**config.mk**
```make
export PLATFORM = sky130hd
export DESIGN_NAME = kmgf_filter
export DESIGN_NICKNAME = d
export VERILOG_FILES = /design/src/pkg/kmgf_pkg.sv /design/src/hdl/kmgf_filter.sv /design/src/hdl/kmgf_judge.sv
export SDC_FILE = /design/constraint.sdc
export NUM_CORES = 1
export LEC_CHECK = 0
export BUFFER_PORTS_ARGS = -buffer_cell sky130_fd_sc_hd__buf_2
export CORE_UTILIZATION = 30
export DETAILED_ROUTE_END_ITERATION = 12
export PLACE_DENSITY_LB_ADDON = 0.1
export SYNTH_ARGS = -nofsm -noshare
export SYNTH_HDL_FRONTEND = slang
export SYNTH_SLANG_ARGS = --single-unit
```
**constraint.sdc**
```tcl
create_clock -name clk_sys -period 0.8 [get_ports clk_sys]
set_input_delay 0.12 -clock clk_sys [delete_from_list [all_inputs] [get_ports clk_sys]]
set_output_delay 0.12 -clock clk_sys [all_outputs]
set_load 0.02 [all_outputs]
```
**src/pkg/kmgf_pkg.sv**
```systemverilog
/*
 * kmgf_pkg: shared constants for the key matrix ghost filter.
 * assumes: one 40 MHz clock domain; no software-visible registers.
 */
`default_nettype none
package kmgf_pkg;
    localparam int KMGF_LINES = 8;    // data lines per common
    localparam int KMGF_COMMONS = 8;  // commons, one byte each
    localparam logic [7:0] KMGF_ZERO_BYTE = 8'h00;
    localparam logic [63:0] KMGF_KEYS_RESET = 64'h0000_0000_0000_0000;
    localparam logic [3:0] KMGF_MAX_LINES = 4'h2;  // more active lines than this is invalid
    typedef enum logic [1:0] {
        KMGF_NONE,
        KMGF_VALID,
        KMGF_INVALID
    } kmgf_verdict_t;
endpackage : kmgf_pkg
`default_nettype wire

```
**src/hdl/kmgf_filter.sv**
```systemverilog
/*
 * kmgf_filter: ghost-key rejection for a scanned 8x8 key matrix.
 * assumes: scan_valid pulses once per complete, consistent snapshot.
 */
`default_nettype none
module kmgf_filter
    import kmgf_pkg::*;
(
    // clock and reset
    input wire logic clk_sys,
    input wire logic nrst,
    // scanned matrix
    input wire logic [63:0] matrix_input_bytes,
    input wire logic scan_valid,
    // consumer side
    output logic [63:0] key_data_q,
    output logic key_update_q,
    output logic keys_valid_q,
    output logic ghost_seen_q
);
    kmgf_verdict_t verdict;
    logic [63:0] key_data_d;
    logic key_update_d;
    logic keys_valid_d;
    logic ghost_seen_d;

    // verdict for the snapshot on the input
    kmgf_judge u_judge (
        .matrix_input_bytes(matrix_input_bytes),
        .verdict(verdict),
        .line_union_byte(),
        .union_minus_sum_byte()
    );

    // next output state, updated only on a scan
    always_comb begin
        key_data_d = key_data_q;
        key_update_d = 1'b0;
        keys_valid_d = keys_valid_q;
        ghost_seen_d = ghost_seen_q;
        if (scan_valid) begin
            key_update_d = 1'b1;
            if (verdict == KMGF_INVALID) begin
                key_data_d = KMGF_KEYS_RESET;
                keys_valid_d = 1'b0;
                ghost_seen_d = 1'b1;
            end else begin
                key_data_d = matrix_input_bytes;
                keys_valid_d = 1'b1;
                ghost_seen_d = 1'b0;
            end
        end
    end

    // output registers
    always_ff @(posedge clk_sys or negedge nrst) begin
        if (!nrst) begin
            key_data_q <= KMGF_KEYS_RESET;
            key_update_q <= 1'b0;
            keys_valid_q <= 1'b0;
            ghost_seen_q <= 1'b0;
        end else begin
            key_data_q <= key_data_d;
            key_update_q <= key_update_d;
            keys_valid_q <= keys_valid_d;
            ghost_seen_q <= ghost_seen_d;
        end
    end

    // checks
    invalid_blanks_a: assert property (@(posedge clk_sys) disable iff (!nrst)
        scan_valid && verdict == KMGF_INVALID |=> key_data_q == KMGF_KEYS_RESET && ghost_seen_q)
        else $error("invalid pattern was forwarded");
    valid_passes_a: assert property (@(posedge clk_sys) disable iff (!nrst)
        scan_valid && verdict != KMGF_INVALID |=> key_data_q == $past(matrix_input_bytes) && keys_valid_q)
        else $error("valid pattern not forwarded");
    recover_a: assert property (@(posedge clk_sys) disable iff (!nrst)
        ghost_seen_q && scan_valid && verdict == KMGF_VALID |=> !ghost_seen_q && keys_valid_q)
        else $error("no recovery after release");
    hold_between_a: assert property (@(posedge clk_sys) disable iff (!nrst)
        !scan_valid |=> $stable(key_data_q) && !key_update_q)
        else $error("outputs changed without a scan");
    none_zero_a: assert property (@(posedge clk_sys) disable iff (!nrst)
        matrix_input_bytes == KMGF_KEYS_RESET |-> verdict == KMGF_NONE)
        else $error("empty matrix not reported as none");
    three_lines_a: assert property (@(posedge clk_sys) disable iff (!nrst)
        $countones(u_judge.line_union_byte) >= 3 |-> verdict == KMGF_INVALID)
        else $error("three active lines accepted");
    two_line_ghost_a: assert property (@(posedge clk_sys) disable iff (!nrst)
        $countones(u_judge.line_union_byte) == 2 && u_judge.union_minus_sum_byte != 8'h00
        |-> verdict == KMGF_INVALID)
        else $error("two lines with stacked keys accepted");
    one_line_pair_a: assert property (@(posedge clk_sys) disable iff (!nrst)
        $countones(u_judge.line_union_byte) == 1 && u_judge.union_minus_sum_byte != 8'h00
        |-> (verdict == KMGF_VALID) == (8'(u_judge.line_union_byte + u_judge.union_minus_sum_byte) == 8'h00))
        else $error("single line pair judged wrong");
    clean_valid_a: assert property (@(posedge clk_sys) disable iff (!nrst)
        u_judge.line_union_byte != 8'h00 && $countones(u_judge.line_union_byte) <= 2
        && u_judge.union_minus_sum_byte == 8'h00 |-> verdict == KMGF_VALID)
        else $error("clean pattern rejected");
    update_pulse_a: assert property (@(posedge clk_sys) disable iff (!nrst)
        scan_valid |=> key_update_q)
        else $error("scan not acknowledged");

    // in the cycle after each scan, the two status levels tell the same story
    status_exclusive_a: assert property (@(posedge clk_sys) disable iff (!nrst)
        key_update_q |-> keys_valid_q != ghost_seen_q)
        else $error("valid and ghost flags disagree");
    // an empty matrix is forwarded as all-zero data, not flagged
    none_forwards_a: assert property (@(posedge clk_sys) disable iff (!nrst)
        scan_valid && verdict == KMGF_NONE |=> keys_valid_q && !ghost_seen_q && key_data_q == KMGF_KEYS_RESET)
        else $error("empty matrix not forwarded as none");
    // while flagged, the consumer never sees key data
    ghost_blank_a: assert property (@(posedge clk_sys) disable iff (!nrst)
        ghost_seen_q |-> key_data_q == KMGF_KEYS_RESET && !keys_valid_q)
        else $error("key data visible while ghosted");

    // main scenarios
    cover_valid_c: cover property (@(posedge clk_sys) disable iff (!nrst) scan_valid && verdict == KMGF_VALID);
    cover_none_c: cover property (@(posedge clk_sys) disable iff (!nrst) scan_valid && verdict == KMGF_NONE);
    cover_back2back_c: cover property (@(posedge clk_sys) disable iff (!nrst) scan_valid ##1 scan_valid);
    cover_ghost_c: cover property (@(posedge clk_sys) disable iff (!nrst) scan_valid && verdict == KMGF_INVALID);
    cover_recover_c: cover property (@(posedge clk_sys) disable iff (!nrst)
        ghost_seen_q && scan_valid && verdict == KMGF_VALID);
endmodule : kmgf_filter
`default_nettype wire

```
**src/hdl/kmgf_judge.sv**
```systemverilog
/*
 * kmgf_judge: combinational verdict on one 8x8 matrix snapshot.
 * assumes: the snapshot is stable for the cycle it is judged in.
 */
`default_nettype none
module kmgf_judge
    import kmgf_pkg::*;
(
    // snapshot in, one byte per common
    input wire logic [63:0] matrix_input_bytes,
    // verdict out
    output var kmgf_verdict_t verdict,
    output logic [7:0] line_union_byte,
    output logic [7:0] union_minus_sum_byte
);
    logic [7:0] sum_byte;
    logic [3:0] line_count;
    logic [7:0] fold_byte;

    // union, wrapping sum and active line count
    always_comb begin
        line_union_byte = KMGF_ZERO_BYTE;
        sum_byte = KMGF_ZERO_BYTE;
        line_count = 4'h0;
        for (int c = 0; c < KMGF_COMMONS; c++) begin
            line_union_byte = line_union_byte | matrix_input_bytes[c*8 +: 8];
            sum_byte = 8'(sum_byte + matrix_input_bytes[c*8 +: 8]);
        end
        for (int b = 0; b < KMGF_LINES; b++) begin
            line_count = 4'(line_count + {3'b000, line_union_byte[b]});
        end
        union_minus_sum_byte = 8'(line_union_byte - sum_byte);
        fold_byte = 8'(line_union_byte + union_minus_sum_byte);
    end

    // judgments one to four
    always_comb begin
        if (line_union_byte == KMGF_ZERO_BYTE) begin
            verdict = KMGF_NONE;
        end else if (line_count > KMGF_MAX_LINES) begin
            verdict = KMGF_INVALID;
        end else if (union_minus_sum_byte == KMGF_ZERO_BYTE) begin
            verdict = KMGF_VALID;
        end else if (line_count == KMGF_MAX_LINES) begin
            verdict = KMGF_INVALID;
        end else if (fold_byte == KMGF_ZERO_BYTE) begin
            verdict = KMGF_VALID;
        end else begin
            verdict = KMGF_INVALID;
        end
    end
endmodule : kmgf_judge
`default_nettype wire

```
* Word-level counts from Yosys, hierarchy flattened
Index checks and enable logic that the tools add are counted.
** Cells by class
- Bitwise logic cells :: 7
- Div/mod/pow operators :: 0
- Muxes and demuxes :: 9
- Shift operators :: 0
- Order comparisons :: 1
- Equality and inequality tests :: 2
- Add/subtract/negate cells :: 16
- $mul :: 0
- Reduce and logical (&&, ||, !) cells :: 3
** Operator list (count)
- adder 8 bit :: 8
- two-way mux 64 bit :: 1
- OR 8 bit :: 7
- adder 4 x 1 -> 4 bit :: 6
- logical NOT 8 bit :: 3
- two-way mux 2 bit :: 5
- subtractor 8 bit :: 1
- equality test 4 x 2 -> 1 bit, second input constant :: 1
- > comparator 4 x 2 -> 1 bit, second input constant :: 1
- two-way mux 1 bit :: 3
- adder 1 x 1 -> 2 bit :: 1
- equality test 2 bit, second input constant :: 1
** Word-level totals
- RAM bits :: 0
- Word-level logic and storage cells :: 42
- Register bits :: 67
- ROM bits :: 0
- Bits of input ports :: 67
- Output and inout port bits :: 67
- Memories kept :: 0
- Bits in latches :: 0

* Longest topological paths before layout
Gate-level depths: netlist of the first run.
- Word-level depth :: 21
- Mapped depth :: 24
- Gate-level depth less buffers :: 22

* Cells and area by module
From an unflattened synthesis of the first run, not the netlist that was laid out.
** Unflattened totals
- Cell total of the unflattened synthesis :: 530
- Area, all modules :: 5490.3 um^2
** By module, submodules not included
- kmgf_filter :: cells each 285, area each 3171.8 um^2, instances 1, seq. area each 1676.6 um^2
- kmgf_judge :: cells each 245, area each 2318.5 um^2, instances 1, seq. area each 0.0 um^2

* Worst setup path before layout of the first run
Ideal clock, no wire load.
- Path type :: input port to flip-flop
- Start point :: input port matrix_input_bytes[34]
- End point :: register key_data_q[22]
- Slack :: -5.289 ns
- Arrival :: 6.011 ns
- Path buffers :: 3
- Data required time :: 0.722 ns
- Stages on the path :: 24
- Library setup time :: 0.078 ns
- Path through :: nor4_1 nand2_1 inv_1 fa_1 fa_1 fa_1 fa_1 inv_1 ha_1 clkbuf_1 nand2_1 a21oi_1 o311a_1 or3_1 and2_1 ha_1 nor3b_1 or4_1 nor3_1 nand3_1 o311a_1 buf_2 buf_2 a21oi_1
** Between the ends
- Word-level cells in the longest chain between the ends :: 17
- Elaborated cells between the ends (all ways) :: 28
- Classes of those cells :: 12 x add/sub; 1 x order compare; 2 x eq/ne; 6 x mux; 4 x bitwise; 3 x reduce/logical
** Ends and longest elaborated chain
- from (decl) :: RTL line kmgf_filter.sv:13 : input wire logic [63:0] matrix_input_bytes,
- parallel branches: the longest is 14 deep, another holds adder 8 bit
- two-way mux 2 bit * :: RTL line kmgf_judge.sv:38 : if (line_union_byte == KMGF_ZERO_BYTE) begin
- equality test 2 bit * :: RTL line kmgf_filter.sv:43 : if (verdict == KMGF_INVALID) begin
- two-way mux 64 bit * :: RTL line kmgf_filter.sv:43
- to (signal assigned) :: RTL line kmgf_filter.sv:63 : key_data_q <= key_data_d;
- to (decl) :: RTL line kmgf_filter.sv:16 : output logic [63:0] key_data_q,
Every way passes the cells marked *.
A chain may end at the register's enable or synchronous reset.

* Final worst setup path of the first run
- Start point :: input port matrix_input_bytes[36]
- End point :: register ghost_seen_q
** Between the ends
- Word-level cells in the longest chain between the ends :: 15
- Elaborated cells between the ends (all ways) :: 26
- Classes of those cells :: 10 x add/sub; 1 x order compare; 2 x eq/ne; 6 x mux; 4 x bitwise; 3 x reduce/logical
** Ends and longest elaborated chain
- parallel branches: the longest is 12 deep, another holds adder 8 bit
- two-way mux 2 bit * :: RTL line kmgf_judge.sv:38
- equality test 2 bit * :: RTL line kmgf_filter.sv:43
- two-way mux 1 bit * :: RTL line kmgf_filter.sv:43
- to (signal assigned) :: RTL line kmgf_filter.sv:66 : ghost_seen_q <= ghost_seen_d;
- to (decl) :: RTL line kmgf_filter.sv:19 : output logic ghost_seen_q
Marked as above.

==> results summary, run 1 <==
The run finished, with violations left. The final reports fail on negative setup slack. The post-route clock skew is 0 ns. The number of unique standard cell types used by synthesis is 46. After the last flow step, the layout net total stands at 929. Yosys printed 0 warnings. The count of flip-flops with a built-in enable after synthesis came out at 0.

Prior to clock tree synthesis, the placed netlist has a worst setup slack of -5.44 ns. The total wire length after detailed routing is 17500 um. The CTS clock-pin slew for the worst setup and hold paths came out at 0.06 ns. The worst min-delay path class is input pin to flop. The DRC violation total after the first TritonRoute iteration is 174. The final max-slew violation count came out at 0. The cell depth of the worst min-delay path came out at 3. Synthesis inferred 67 register bits. The most used flip-flop cell after synthesis is sky130_fd_sc_hd__dfrtp_1.

A synthesized cell averages 10.6 um^2. The cell count after placement is 938. The share of the clock period used by the worst path came out at 7.18. The transition time at the pin with the least slew margin is 0.340 ns. After legalization and detailed placement, the total HPWL measured 13400 um.

The shortest clock period the worst path allows after layout came out at 5.74 ns. The largest buffer count on any clock path came out at 2. The initial antenna violation count is 0. After routing, the total negative slack on setup checks comes to -332.85 ns. Timing would allow up to 174 MHz. The required time of the critical path came out at 1.02 ns. The share of synthesized area in the top cell type comes to 0.326. After layout, the worst setup slack is -4.94 ns. The overall die width is 133 um. The total via count in the routed design came out at 4672. Data on the critical path arrives at its endpoint at 5.97 ns. The first global-routing pass estimated 27600 um of wire. The global route total overflow came out at 0. The number of endpoints failing setup at the final stage is 133.

The number of global-route vias before repair came out at 5165. Pin placement for this block handled 134 I/O pins. Of all nets on the critical path, the largest fanout is 7. The average via count per standard cell came out at 4.59. The number of clock sinks seen by CTS came out at 67. 0 antenna diodes ended up in the layout. The fraction of synthesis flops using an asynchronous set or reset pin is 1.00. The number of detailed-route iterations in the first pass is 4. The count of H-tree levels built during CTS came out at 3.

The maximum resistive drop on vdd came out at 3130 uV. The area inside the core boundary is 0.0166 mm^2. The worst register-to-register path ends at key_data_q[23].

Power comes to 34.1 mW. In this run the tightest slew margin relative to its limit is 0.773. Entering global routing, the biggest net connects 37 pins. STA classifies the critical path startpoint as an input pin. The worst setup path category is input pin to flop.

The number of nets handed over by synthesis was 622. The final RePlAce weighted congestion is 0.815. In this run the static leakage power is 4.38 nW. The count of cells in the finished layout, fillers not included, comes to 1017. The clock latency on the worst-skew pair came out at 0.33 ns.

The initial core utilization is 0.309. The power per cell area is 3880 mW/mm^2. The number of antenna-violating nets in the routed design came out at 0. The cell type with the largest total area after synthesis is sky130_fd_sc_hd__dfrtp_1. The number of cells on the worst reg-to-reg path is 4. TritonCTS built the clock tree. The setup slack on the worst flop-to-flop path is -0.14 ns. The number of port buffers is 133. In this run the critical register-to-register path is launched from key_data_q[23].

For this run, the total global-route usage over all layers was measured as 0.204. After floorplanning, the core was divided into 47 placement rows. The share of the Yosys chip area taken by registers is 0.326. The cell area after technology mapping is 0.00514 mm^2. Setup repair after global routing could not meet its margin everywhere. In the final routed layout, each cell accounts on average for 17.2 um. The utilization after layout is 0.527.

The area added between synthesis and finish is 70.6%. The worst hold path terminates at key_data_q[29]. The worst setup path is captured at a flop. In the routed design, unresolved DRC markers number 0. The root cell of the clock tree is sky130_fd_sc_hd__clkbuf_16. The reported max-cap violation count came out at 0. In this run the most critical hold path is launched from matrix_input_bytes[29]. The layout cell share with drive strength beyond 1 is 0.540. The final number of hold-violating endpoints is 0. The CTS buffer count came out at 9. The die footprint is 0.0177 mm^2.

Synthesis handed over a netlist of 485 instances. The die is 133 um tall. Ranked by total cell area, the synthesized netlist is headed by sky130_fd_sc_hd__dfrtp_1 (33%), sky130_fd_sc_hd__fa_1 (19%), sky130_fd_sc_hd__mux2i_1 (13%), sky130_fd_sc_hd__a21oi_1 (7.5%), sky130_fd_sc_hd__inv_1 (5.4%).
through the flow:
step | instance area (um^2) | hold slack, ns
CTS | 8480 | 0.0691
finish | 8770 | 0.0856
detailed placement | 7130 | -0.0455
global placement | 7130 | -0.0462
global route | 8770 | 0.0946
floorplan | 5340 | -0.176
timing repair:
| action | 4_1_cts | 5_1_grt |
|---|---|---|
| endpoints found under the hold margin | 67 | 0 |
| hold buffers | 1 | 0 |
| pin swaps | 42 | 32 |
| gates resized for setup | 175 | 51 |
| endpoints found under the setup margin | 133 | 133 |
| cloned | 2 | 1 |
| buffers inserted | 52 | 8 |
cells in the mapped netlist, types with 3 or more instances:
| cell type | count |
|---|---|
| sky130_fd_sc_hd__dfrtp_1 | 67 |
| sky130_fd_sc_hd__inv_1 | 74 |
| sky130_fd_sc_hd__mux2i_1 | 65 |
| sky130_fd_sc_hd__or4_1 | 4 |
| sky130_fd_sc_hd__ha_1 | 20 |
| sky130_fd_sc_hd__buf_6 | 4 |
| sky130_fd_sc_hd__nor4_1 | 12 |
| sky130_fd_sc_hd__nand3_1 | 4 |
| sky130_fd_sc_hd__nor3_1 | 4 |
| sky130_fd_sc_hd__clkbuf_1 | 12 |
| sky130_fd_sc_hd__buf_2 | 5 |
| sky130_fd_sc_hd__fa_1 | 50 |
| sky130_fd_sc_hd__xor2_1 | 6 |
| sky130_fd_sc_hd__o311a_1 | 3 |
| sky130_fd_sc_hd__nor2b_1 | 5 |
| sky130_fd_sc_hd__nand2_1 | 12 |
| sky130_fd_sc_hd__nor2_1 | 10 |
| sky130_fd_sc_hd__xnor2_1 | 15 |
| sky130_fd_sc_hd__o21ai_0 | 3 |
| sky130_fd_sc_hd__a21oi_1 | 77 |
cell type report:
cell class                 count  area, um^2
multi-input combinational    321        3530
clock buffer                  11         243
sequential                    67        1680
clock inverter                 5        52.6
inverter                      74         280
tap                          220         275
timing repair buffer         319        2710
fill                        1507        7870
worst max-delay path: stages:
cell and delay [ns]:
sky130_fd_sc_hd__buf_2 0.13, sky130_fd_sc_hd__nor4_4 0.30, sky130_fd_sc_hd__nand2_1 0.10, sky130_fd_sc_hd__inv_1 0.08, sky130_fd_sc_hd__fa_1 0.43, sky130_fd_sc_hd__fa_1 0.53, sky130_fd_sc_hd__fa_1 0.44, sky130_fd_sc_hd__fa_1 0.55
sky130_fd_sc_hd__inv_1 0.04, sky130_fd_sc_hd__ha_1 0.28, sky130_fd_sc_hd__or2_4 0.25, sky130_fd_sc_hd__o311a_1 0.14, sky130_fd_sc_hd__or3_4 0.37, sky130_fd_sc_hd__and2_4 0.17, sky130_fd_sc_hd__ha_4 0.26, sky130_fd_sc_hd__nor2_1 0.04
sky130_fd_sc_hd__or4_4 0.54, sky130_fd_sc_hd__nor3_4 0.22, sky130_fd_sc_hd__nand3_2 0.10, sky130_fd_sc_hd__o311a_4 0.49, sky130_fd_sc_hd__buf_12 0.18, sky130_fd_sc_hd__a22o_1 0.20
cells by family after synthesis:
family | count (synthesis) | synth area share
AOI/OAI and AO/OA | 98 | 0.110
xor gates and xnor gates | 22 | 0.0402
adders and majority gates | 70 | 0.243
buffers and inverters | 97 | 0.0786
DFF | 67 | 0.326
muxes | 65 | 0.127
and+or+nand+nor | 66 | 0.0754
layout by cell type (no fill, tap or decap), types with 6 or more instances in the layout:
| cell type | Yosys | routed |
|---|---|---|
| sky130_fd_sc_hd__nor2_1 | 10 | 9 |
| sky130_fd_sc_hd__ha_1 | 20 | 14 |
| sky130_fd_sc_hd__buf_12 | 0 | 9 |
| sky130_fd_sc_hd__mux2i_1 | 65 | 64 |
| sky130_fd_sc_hd__nand2_1 | 12 | 9 |
| sky130_fd_sc_hd__buf_6 | 4 | 74 |
| sky130_fd_sc_hd__clkbuf_16 | 0 | 10 |
| sky130_fd_sc_hd__buf_2 | 5 | 60 |
| sky130_fd_sc_hd__xnor2_1 | 15 | 15 |
| sky130_fd_sc_hd__a21oi_2 | 0 | 53 |
| sky130_fd_sc_hd__buf_4 | 1 | 170 |
| sky130_fd_sc_hd__nor4_1 | 12 | 6 |
| sky130_fd_sc_hd__ha_4 | 0 | 6 |
| sky130_fd_sc_hd__inv_1 | 74 | 68 |
| sky130_fd_sc_hd__a21oi_1 | 77 | 23 |
| sky130_fd_sc_hd__fa_1 | 50 | 46 |
| sky130_fd_sc_hd__nor4_4 | 2 | 8 |
| sky130_fd_sc_hd__dfrtp_1 | 67 | 67 |
state kept, by name, summed over array words and instances (netlist names):
signal        flops
key_data_q       64
ghost_seen_q      1
key_update_q      1
keys_valid_q      1
report_power, final:
group / leakage, nW / switching (mW) / internal, mW
clock network: 0.145 / 1.50 / 2.48
registers: 0.884 / 0.157 / 3.59
logic: 3.35 / 11.6 / 14.8
per-layer routing:
metal  part of all wire  global-route usage  up-vias  wire (um)
met1               0.43               0.253     2325       7510
li1                   -                   -     2257          -
met4              0.011              0.0613        0        185
met3              0.032              0.0333       13        568
met5                  0                   0        -          0
met2               0.53               0.362       77       9250
how the worst max path moves through the flow:
stage                                      start             end  slack (ns)
after global placement     matrix_input_bytes[1]    ghost_seen_q       -5.39
after global routing      matrix_input_bytes[36]    ghost_seen_q       -5.11
final                     matrix_input_bytes[36]    ghost_seen_q       -4.94
after CTS                 matrix_input_bytes[50]    ghost_seen_q       -4.86
after floorplan           matrix_input_bytes[26]  key_data_q[22]       -4.98
after detailed placement  matrix_input_bytes[13]  key_data_q[14]       -5.44
Power figures use the tool's default switching activity.
==> inputs of run 2 (changes only) <==
--- a/config.mk
+++ b/config.mk
@@ -5,6 +5,7 @@
 export SDC_FILE = /design/constraint.sdc
 export NUM_CORES = 1
 export LEC_CHECK = 0
+export ABC_AREA = 1
 export BUFFER_PORTS_ARGS = -buffer_cell sky130_fd_sc_hd__buf_2
 export CORE_UTILIZATION = 30
 export DETAILED_ROUTE_END_ITERATION = 12
==> run 2 against run 1 <==
Effect of this change: the run still ends with negative setup slack left; sequential power up 1%; highest routed layer unchanged; hold slack worse by 0.043 ns; critical path type unchanged; first-iteration DRC count up 11%.
==> results summary, run 2 <==
The flow ran to the end, but the final reports show violations. The checks that failed: negative setup slack. The area added between synthesis and finish came out at 62.6%.

The synthesis-stage register bit count came out at 67. The CTS clock-pin slew for the worst setup and hold paths came out at 0.06 ns. The worst setup path is captured at a flop.

The final number of hold-violating endpoints is 0. The arrival time reported for the critical path endpoint came out at 5.19 ns. The worst min-delay path class is input pin to flop.

The count of flip-flops with a built-in enable after synthesis is 0. 134 I/O pins were placed. The root cell of the clock tree is sky130_fd_sc_hd__clkbuf_16.

The top achievable clock speed came out at 204 MHz. The number of port buffers came out at 133. The clock passes through at most 2 buffers. The initial antenna violation count is 0. The setup slack on the worst flop-to-flop path came out at 0.01 ns.

The die covers 0.0184 mm^2. Counting the fill cells in the layout gives 1642. In the final layout, the multi-input gates occupy 0.00364 mm^2. The number of global-route vias before repair came out at 5582. The clock latency on the worst-skew pair is 0.34 ns. The fraction of synthesis flops using an asynchronous set or reset pin is 1.00. Measured along the y axis, the die boundary spans 136 um. At the end of routability-driven placement, the weighted congestion stood at 0.832. The largest fanout on the critical path came out at 14. The number of endpoints failing setup at the final stage came out at 133.

The final-stage net count came out at 1036. The proportion of synthesized chip area in sequential cells is 0.312. The total nets after synthesis is 765.

From left edge to right edge, the die measures 136 um. The share of the synthesized area in the top cell type is 0.312. The count of H-tree levels built during CTS came out at 3. Between clock sinks in the finished design, the worst skew comes to 0 ns. The static leakage is 4.61 nW. The clock tree from TritonCTS is done.

The cell area after technology mapping is 0.00537 mm^2. The critical-path cell with the highest stage delay is sky130_fd_sc_hd__fa_1. The number of unique standard cell types used by synthesis is 30. Measured against its own limit, the worst slew margin works out to 0.825. The total via count in the routed design is 5077.

The commonest cells after synthesis are sky130_fd_sc_hd__nand2_1 (200), sky130_fd_sc_hd__inv_1 (107), sky130_fd_sc_hd__dfrtp_1 (67). The worst setup path category is input pin to flop. Setup repair after global routing could not meet its margin everywhere. The worst setup timing slack at the placement stage is -4.47 ns.

The number of antenna diodes is 0. The maximum number of pins on one net before global-route repair came out at 37. Row generation in the floorplan step produced 48 rows. The number of instances in the synthesized netlist is 628.

The most frequently used flop master after synthesis is sky130_fd_sc_hd__dfrtp_1. Detailed placement ended at an HPWL of 13700 um. The critical path's most frequent cell is sky130_fd_sc_hd__nand2_2. The delay of the slowest cell on the worst path is 0.55 ns. Among all cell types in the netlist, the one instantiated most often is sky130_fd_sc_hd__nand2_1. The global route total overflow came out at 0. The area of all placed cells without fillers came out at 0.00873 mm^2. The total wire length after detailed routing is 18100 um.

The register with the most flip-flops in the layout has 64 of them. The transition time at the pin with the least slew margin is 0.260 ns. Dividing the detail-routed wire length by the instance count gives 16.1 um. Leaving out fill and tap cells, the most frequent cell in the layout is sky130_fd_sc_hd__nand2_1.

The first global-routing pass estimated 29100 um of wire. Across the VDD grid, the largest voltage drop is 4170 uV. For this configuration, the core starts out at a cell density of 0.309. The area inside the core boundary is 0.0174 mm^2. The number of antenna-violating nets in the routed design is 0. The reported max-cap violation count is 0. The aggregate global-route resource usage came out at 0.211.

The least setup slack across all paths after layout is -4.11 ns. The register ranked first by flip-flop count is key_data_q. The number of detailed-route iterations in the first pass is 4. The share of the clock period used by the worst path is 6.13. The number of clock sinks seen by CTS is 67. The sequential cells in the finished layout cover a total of 0.00168 mm^2. The final max-slew violation count is 0. For this run, the number of Yosys warnings is 0. The CTS buffer count is 9. The required time of the critical path came out at 1.08 ns. The layout cell share with drive strength beyond 1 came out at 0.476.

The cell area after placement is 0.00730 mm^2. The DRC violation count after routing came out at 0. Of all cell types, the one taking the most synthesized area is sky130_fd_sc_hd__dfrtp_1. A synthesized cell averages 8.55 um^2. The shortest clock period the worst path allows after layout came out at 4.91 ns. In the layout the commonest cells are sky130_fd_sc_hd__nand2_1 (184), sky130_fd_sc_hd__buf_4 (137), sky130_fd_sc_hd__inv_1 (90). The nature of the critical path startpoint is an input pin. The DRC violation total after the first TritonRoute iteration came out at 194. The average via count per standard cell came out at 4.50. By area the synthesized netlist is led by sky130_fd_sc_hd__dfrtp_1 (31%), sky130_fd_sc_hd__fa_1 (19%), sky130_fd_sc_hd__nand2_1 (14%), sky130_fd_sc_hd__inv_1 (7.5%), sky130_fd_sc_hd__nand3_2 (7.5%). The power per cell area came out at 3930 mW/mm^2.
[run 2: cell types whose count changed after synthesis, sizes merged, moves of 4 or more]
cell   previous run  this run
nand4             2         6
nor2b             5         0
mux2i            65         0
nor2             10        14
inv              74       109
xnor2            15         5
nand3             4        85
nand2            12       202
a21oi            77         9
or4               4         0
[run 2: per-stage QoR]
step	TNS (ns)	total power, mW	hold slack (ns)	util	std cells
3_3_place_gp	-289.83	23.5	0.142	0.421	1070
6_report	-281.03	34.3	0.0426	0.503	1129
3_5_place_dp	-291.96	23.5	0.144	0.421	1070
5_1_grt	-299.62	36.8	0.0437	0.503	1129
2_1_floorplan	-261.24	18.5	-0.176	-	628
4_1_cts	-278.63	30.7	0.0164	0.494	1124
[run 2: cell type report]
class                      instances  area share
inverter                         110      0.0473
clock inverter                     6     0.00817
multi-input combinational        429       0.417
timing repair buffer             282       0.277
clock buffer                      10      0.0262
tap                              225      0.0323
sequential                        67       0.192
[run 2: critical path: cells and delay by family]
kind	cells	cell delay (ns)
compound gates	1	0.17
fa+ha+maj	6	2.49
buf+inv	5	0.42
simple gates	17	2.00
[run 2: cell families (layout without fill, tap and decap cells)]
family                   after synthesis  in the layout  synth area share
adder cells (fa/ha/maj)               70             70             0.233
AO/OA/AOI/OAI                         20             20            0.0210
flip-flops                            67             67             0.312
buffers and inverters                132            408             0.109
AND/OR/NAND/NOR                      325            325             0.300
XOR/XNOR                              14             14            0.0242
[run 2: path summary, 6_finish.rpt]
| check | from | to | cells past startpoint |
|---|---|---|---|
| setup / recovery | matrix_input_bytes[42] | key_data_q[30] | 29 |
| hold / removal | matrix_input_bytes[55] | key_data_q[55] | 3 |
| setup reg to reg | ghost_seen_q | ghost_seen_q | 3 |
| hold reg to reg | key_data_q[33] | key_data_q[33] | 2 |
| max in group asynchronous | nrst | ghost_seen_q | 3 |
| min in group asynchronous | nrst | key_data_q[26] | 3 |
[run 2: where the power goes]
group / leakage (nW) / internal, mW / switching, mW / total, mW
registers: 0.928 / 3.61 / 0.180 / 3.79
clock network: 0.140 / 2.45 / 1.74 / 4.19
logic: 3.54 / 12.8 / 13.5 / 26.3
total: 4.61 / 18.9 / 15.4 / 34.3
[run 2: metal layers]
metal | vias up | share of wire | routed length, um | GRT usage
met5 | - | 0 | 0 | 0
met4 | 0 | 0.015 | 279 | 0.0543
met3 | 18 | 0.057 | 1040 | 0.0539
met2 | 120 | 0.50 | 8980 | 0.355
met1 | 2469 | 0.43 | 7830 | 0.268
li1 | 2470 | - | - | -
[run 2: repair_timing]
action | 4_1_cts | 5_1_grt
setup endpoints to repair | 133 | 133
setup buffers | 34 | 9
pin swaps | 27 | 43
hold buffers | 1 | 0
endpoints found under the hold margin | 67 | 0
cloned | 3 | 0
resized for setup | 179 | 41
==> inputs of run 3 (changes only) <==
--- a/config.mk
+++ b/config.mk
@@ -9,7 +9,7 @@
 export BUFFER_PORTS_ARGS = -buffer_cell sky130_fd_sc_hd__buf_2
 export CORE_UTILIZATION = 30
 export DETAILED_ROUTE_END_ITERATION = 12
-export PLACE_DENSITY_LB_ADDON = 0.1
+export PLACE_DENSITY = 0.59
 export SYNTH_ARGS = -nofsm -noshare
 export SYNTH_HDL_FRONTEND = slang
 export SYNTH_SLANG_ARGS = --single-unit
==> run 3 against run 2 <==
Effect of this change: the run still ends with negative setup slack left; sequential power barely moved; critical path depth rose by 9; clock-buffer cell count did not move; register-to-register slack got worse by 0.06 ns; critical path type unchanged; largest cell class unchanged; largest power group unchanged.
==> results summary, run 3 (synthesis results as in run 2) <==
The flow ran to the end, but the final reports show violations. The final reports fail on negative setup slack. The arrival time reported for the critical path endpoint is 5.27 ns.

The per-cell routed wire length came out at 16.1 um. 0 antenna diodes ended up in the layout. The final max-slew violation count came out at 0. The worst-case headroom to the max-slew limit is 0.737.

The cell depth of the worst flop-to-flop path is 4. The number of clock sinks seen by CTS came out at 67. The total via count in the routed design came out at 5333. The count of H-tree levels built during CTS is 3.

Setup violations remaining at the end of the flow were counted as 133. The count of non-filler cells in the finished layout came out at 1168. The multi-input combinational cell area came out at 0.00368 mm^2. The final RePlAce weighted congestion is 0.840. Max-cap violations in this run came to 0. In this run the deepest clock path goes through 2 buffers. The initial core utilization is 0.309. The cell count after placement is 1073. The overall die width is 136 um.

The critical path capture point type is a flop. For this run, design rule violations remaining after detail routing come to 0. The initial antenna violation count is 0. For this run, the top clock speed supported by timing is 199 MHz. Among the stages of the critical path, the cell type that occurs most often is sky130_fd_sc_hd__buf_4. The number of filler instances in the final layout is 1513. The layout cell share with drive strength beyond 1 is 0.510. The setup check on the worst reg-to-reg path leaves a slack of -0.05 ns. In this run the critical register-to-register path is launched from key_data_q[39].

The family with the most delay on the worst path is buffers and inverters. For this design the top-level I/O count stands at 134. Of all nets on the critical path, the largest fanout is 7.

After detailed routing, the number of vias per cell comes to 4.57. The delay of the slowest cell on the worst path came out at 0.44 ns. The total wire length after detailed routing is 18700 um. STA classifies the critical path startpoint as an input pin. From bottom edge to top edge, the die measures 136 um. The required time of the critical path is 1.04 ns. The global route total overflow is 0.

The number of global-route vias before repair came to 5813. The half-perimeter wire length after detailed placement came out at 13300 um. The floorplan has 48 rows. The CTS buffer count is 9. The area added between synthesis and finish came out at 70.5%.

The worst min-delay path class is input pin to flop. The number of flip-flops under the largest register name came out at 64. key_data_q holds more flip-flops than any other register. The largest individual stage delay along the critical path comes from the cell sky130_fd_sc_hd__fa_1.

The worst slack on hold paths is 0.0515 ns. In the layout the commonest cells are sky130_fd_sc_hd__nand2_1 (182), sky130_fd_sc_hd__buf_4 (174), sky130_fd_sc_hd__inv_1 (85). Dividing the final minimum period by the clock period gives 6.28. Across every metal layer, demand over resource in global routing totals 0.216. The launch point of the critical path is matrix_input_bytes[5]. The overall power consumption is 37.6 mW. The CTS clock-pin slew for the worst setup and hold paths is 0.07 ns. After the last flow step, the layout net total stands at 1075. The number of buffers and inverters on the critical path came out at 24. The first-pass GRT wire length is 29900 um. The area inside the core boundary came out at 0.0174 mm^2. The setup path with the least slack is of type input pin to flop. The number of detailed-route iterations in the first pass is 4. Dividing total power by cell area gives a power density of 4110 mW/mm^2.

The worst register-to-register path ends at key_data_q[39]. The shortest clock period the worst path allows after layout is 5.03 ns. The DRC violation total after the first TritonRoute iteration is 191. The transition time at the pin with the least slew margin is 0.395 ns.

The static leakage is 4.82 nW. The least setup slack across all paths after layout is -4.23 ns. IR analysis of the VDD net gives a maximum drop of 3780 uV. The number of antenna-violating nets in the routed design is 0. The root cell of the clock tree is sky130_fd_sc_hd__clkbuf_16. The final number of hold-violating endpoints came to 0. Setup repair after global routing could not meet its margin everywhere. The most frequent standard cell in the layout excluding fill and tap cells is sky130_fd_sc_hd__nand2_1.

The maximum number of pins on one net before global-route repair came out at 36. The die footprint is 0.0184 mm^2. For the worst-skew pair, the clock arrives at the later sink with an insertion delay of 0.34 ns. The number of port buffers is 133. The number of stages on the worst setup path is 38.

The critical path ends at key_data_q[33]. The clock tree from TritonCTS is done. The sequential cell area is 0.00168 mm^2. Between clock sinks in the finished design, the worst skew comes to 0 ns.
-- run 3: cell count changes in the layout (fill, tap and decap cells not counted), sizes merged --
cell,change
bufinv,+2
buf,+38
clkbuf,+1
clkinv,+1
inv,-3
-- run 3: what timing repair did --
item | CTS | global route
endpoints found under the hold margin | 67 | 0
gates cloned | 2 | 1
resized for setup | 190 | 51
hold buffers | 1 | 0
buffers inserted | 65 | 13
pin swaps | 45 | 48
endpoints found under the setup margin | 133 | 133
-- run 3: worst min path at each step --
stage                                      start              to  slack [ns]  depth (start not counted)
final                     matrix_input_bytes[19]  key_data_q[19]        0.05                          3
after global routing      matrix_input_bytes[19]  key_data_q[19]        0.06                          3
after CTS                 matrix_input_bytes[19]  key_data_q[19]        0.05                          3
after detailed placement                    nrst  key_data_q[14]       -0.02                          1
after global placement                      nrst  key_data_q[14]       -0.02                          1
after floorplan                             nrst    ghost_seen_q       -0.18                          0
-- run 3: report_power, final --
part           switching, mW  total, mW  internal [mW]
clock network           1.72       4.78           3.05
logic                   14.4       29.1           14.7
registers              0.177       3.79           3.61
total                   16.3       37.6           21.3
-- run 3: per-stage QoR --
stage	setup slack [ns]	TNS, ns	area (um^2)	utilization
after CTS	-4.07	-278.85	8870	0.511
after detailed placement	-4.56	-296.98	7310	0.421
after global routing	-4.52	-308.03	9150	0.527
after global placement	-4.47	-290.79	7310	0.421
after floorplan	-3.99	-261.24	5620	-
final	-4.23	-285.84	9150	0.527
-- run 3: layout make-up --
cell class              instances  share of cell area
clock inverters                 6              0.0124
well taps                     225              0.0308
flip-flops and latches         67               0.183
inverters                     110              0.0457
clock buffers                  10              0.0250
repair buffers                321               0.301
multi-input cells             429               0.402
-- run 3: worst register-to-register path, stage by stage, from the launching register on --
cell                      delay [ns]
sky130_fd_sc_hd__dfrtp_1        0.39
sky130_fd_sc_hd__buf_4          0.13
sky130_fd_sc_hd__buf_4          0.12
sky130_fd_sc_hd__nand2_1        0.05
sky130_fd_sc_hd__nand2_1        0.05
-- run 3: per-layer routing --
layer | up-vias | GRT usage | share of wire
li1 | 2558 | - | -
met2 | 158 | 0.378 | 0.51
met4 | 0 | 0.0768 | 0.028
met3 | 35 | 0.0464 | 0.058
met1 | 2582 | 0.259 | 0.41
met5 | - | 0 | 0
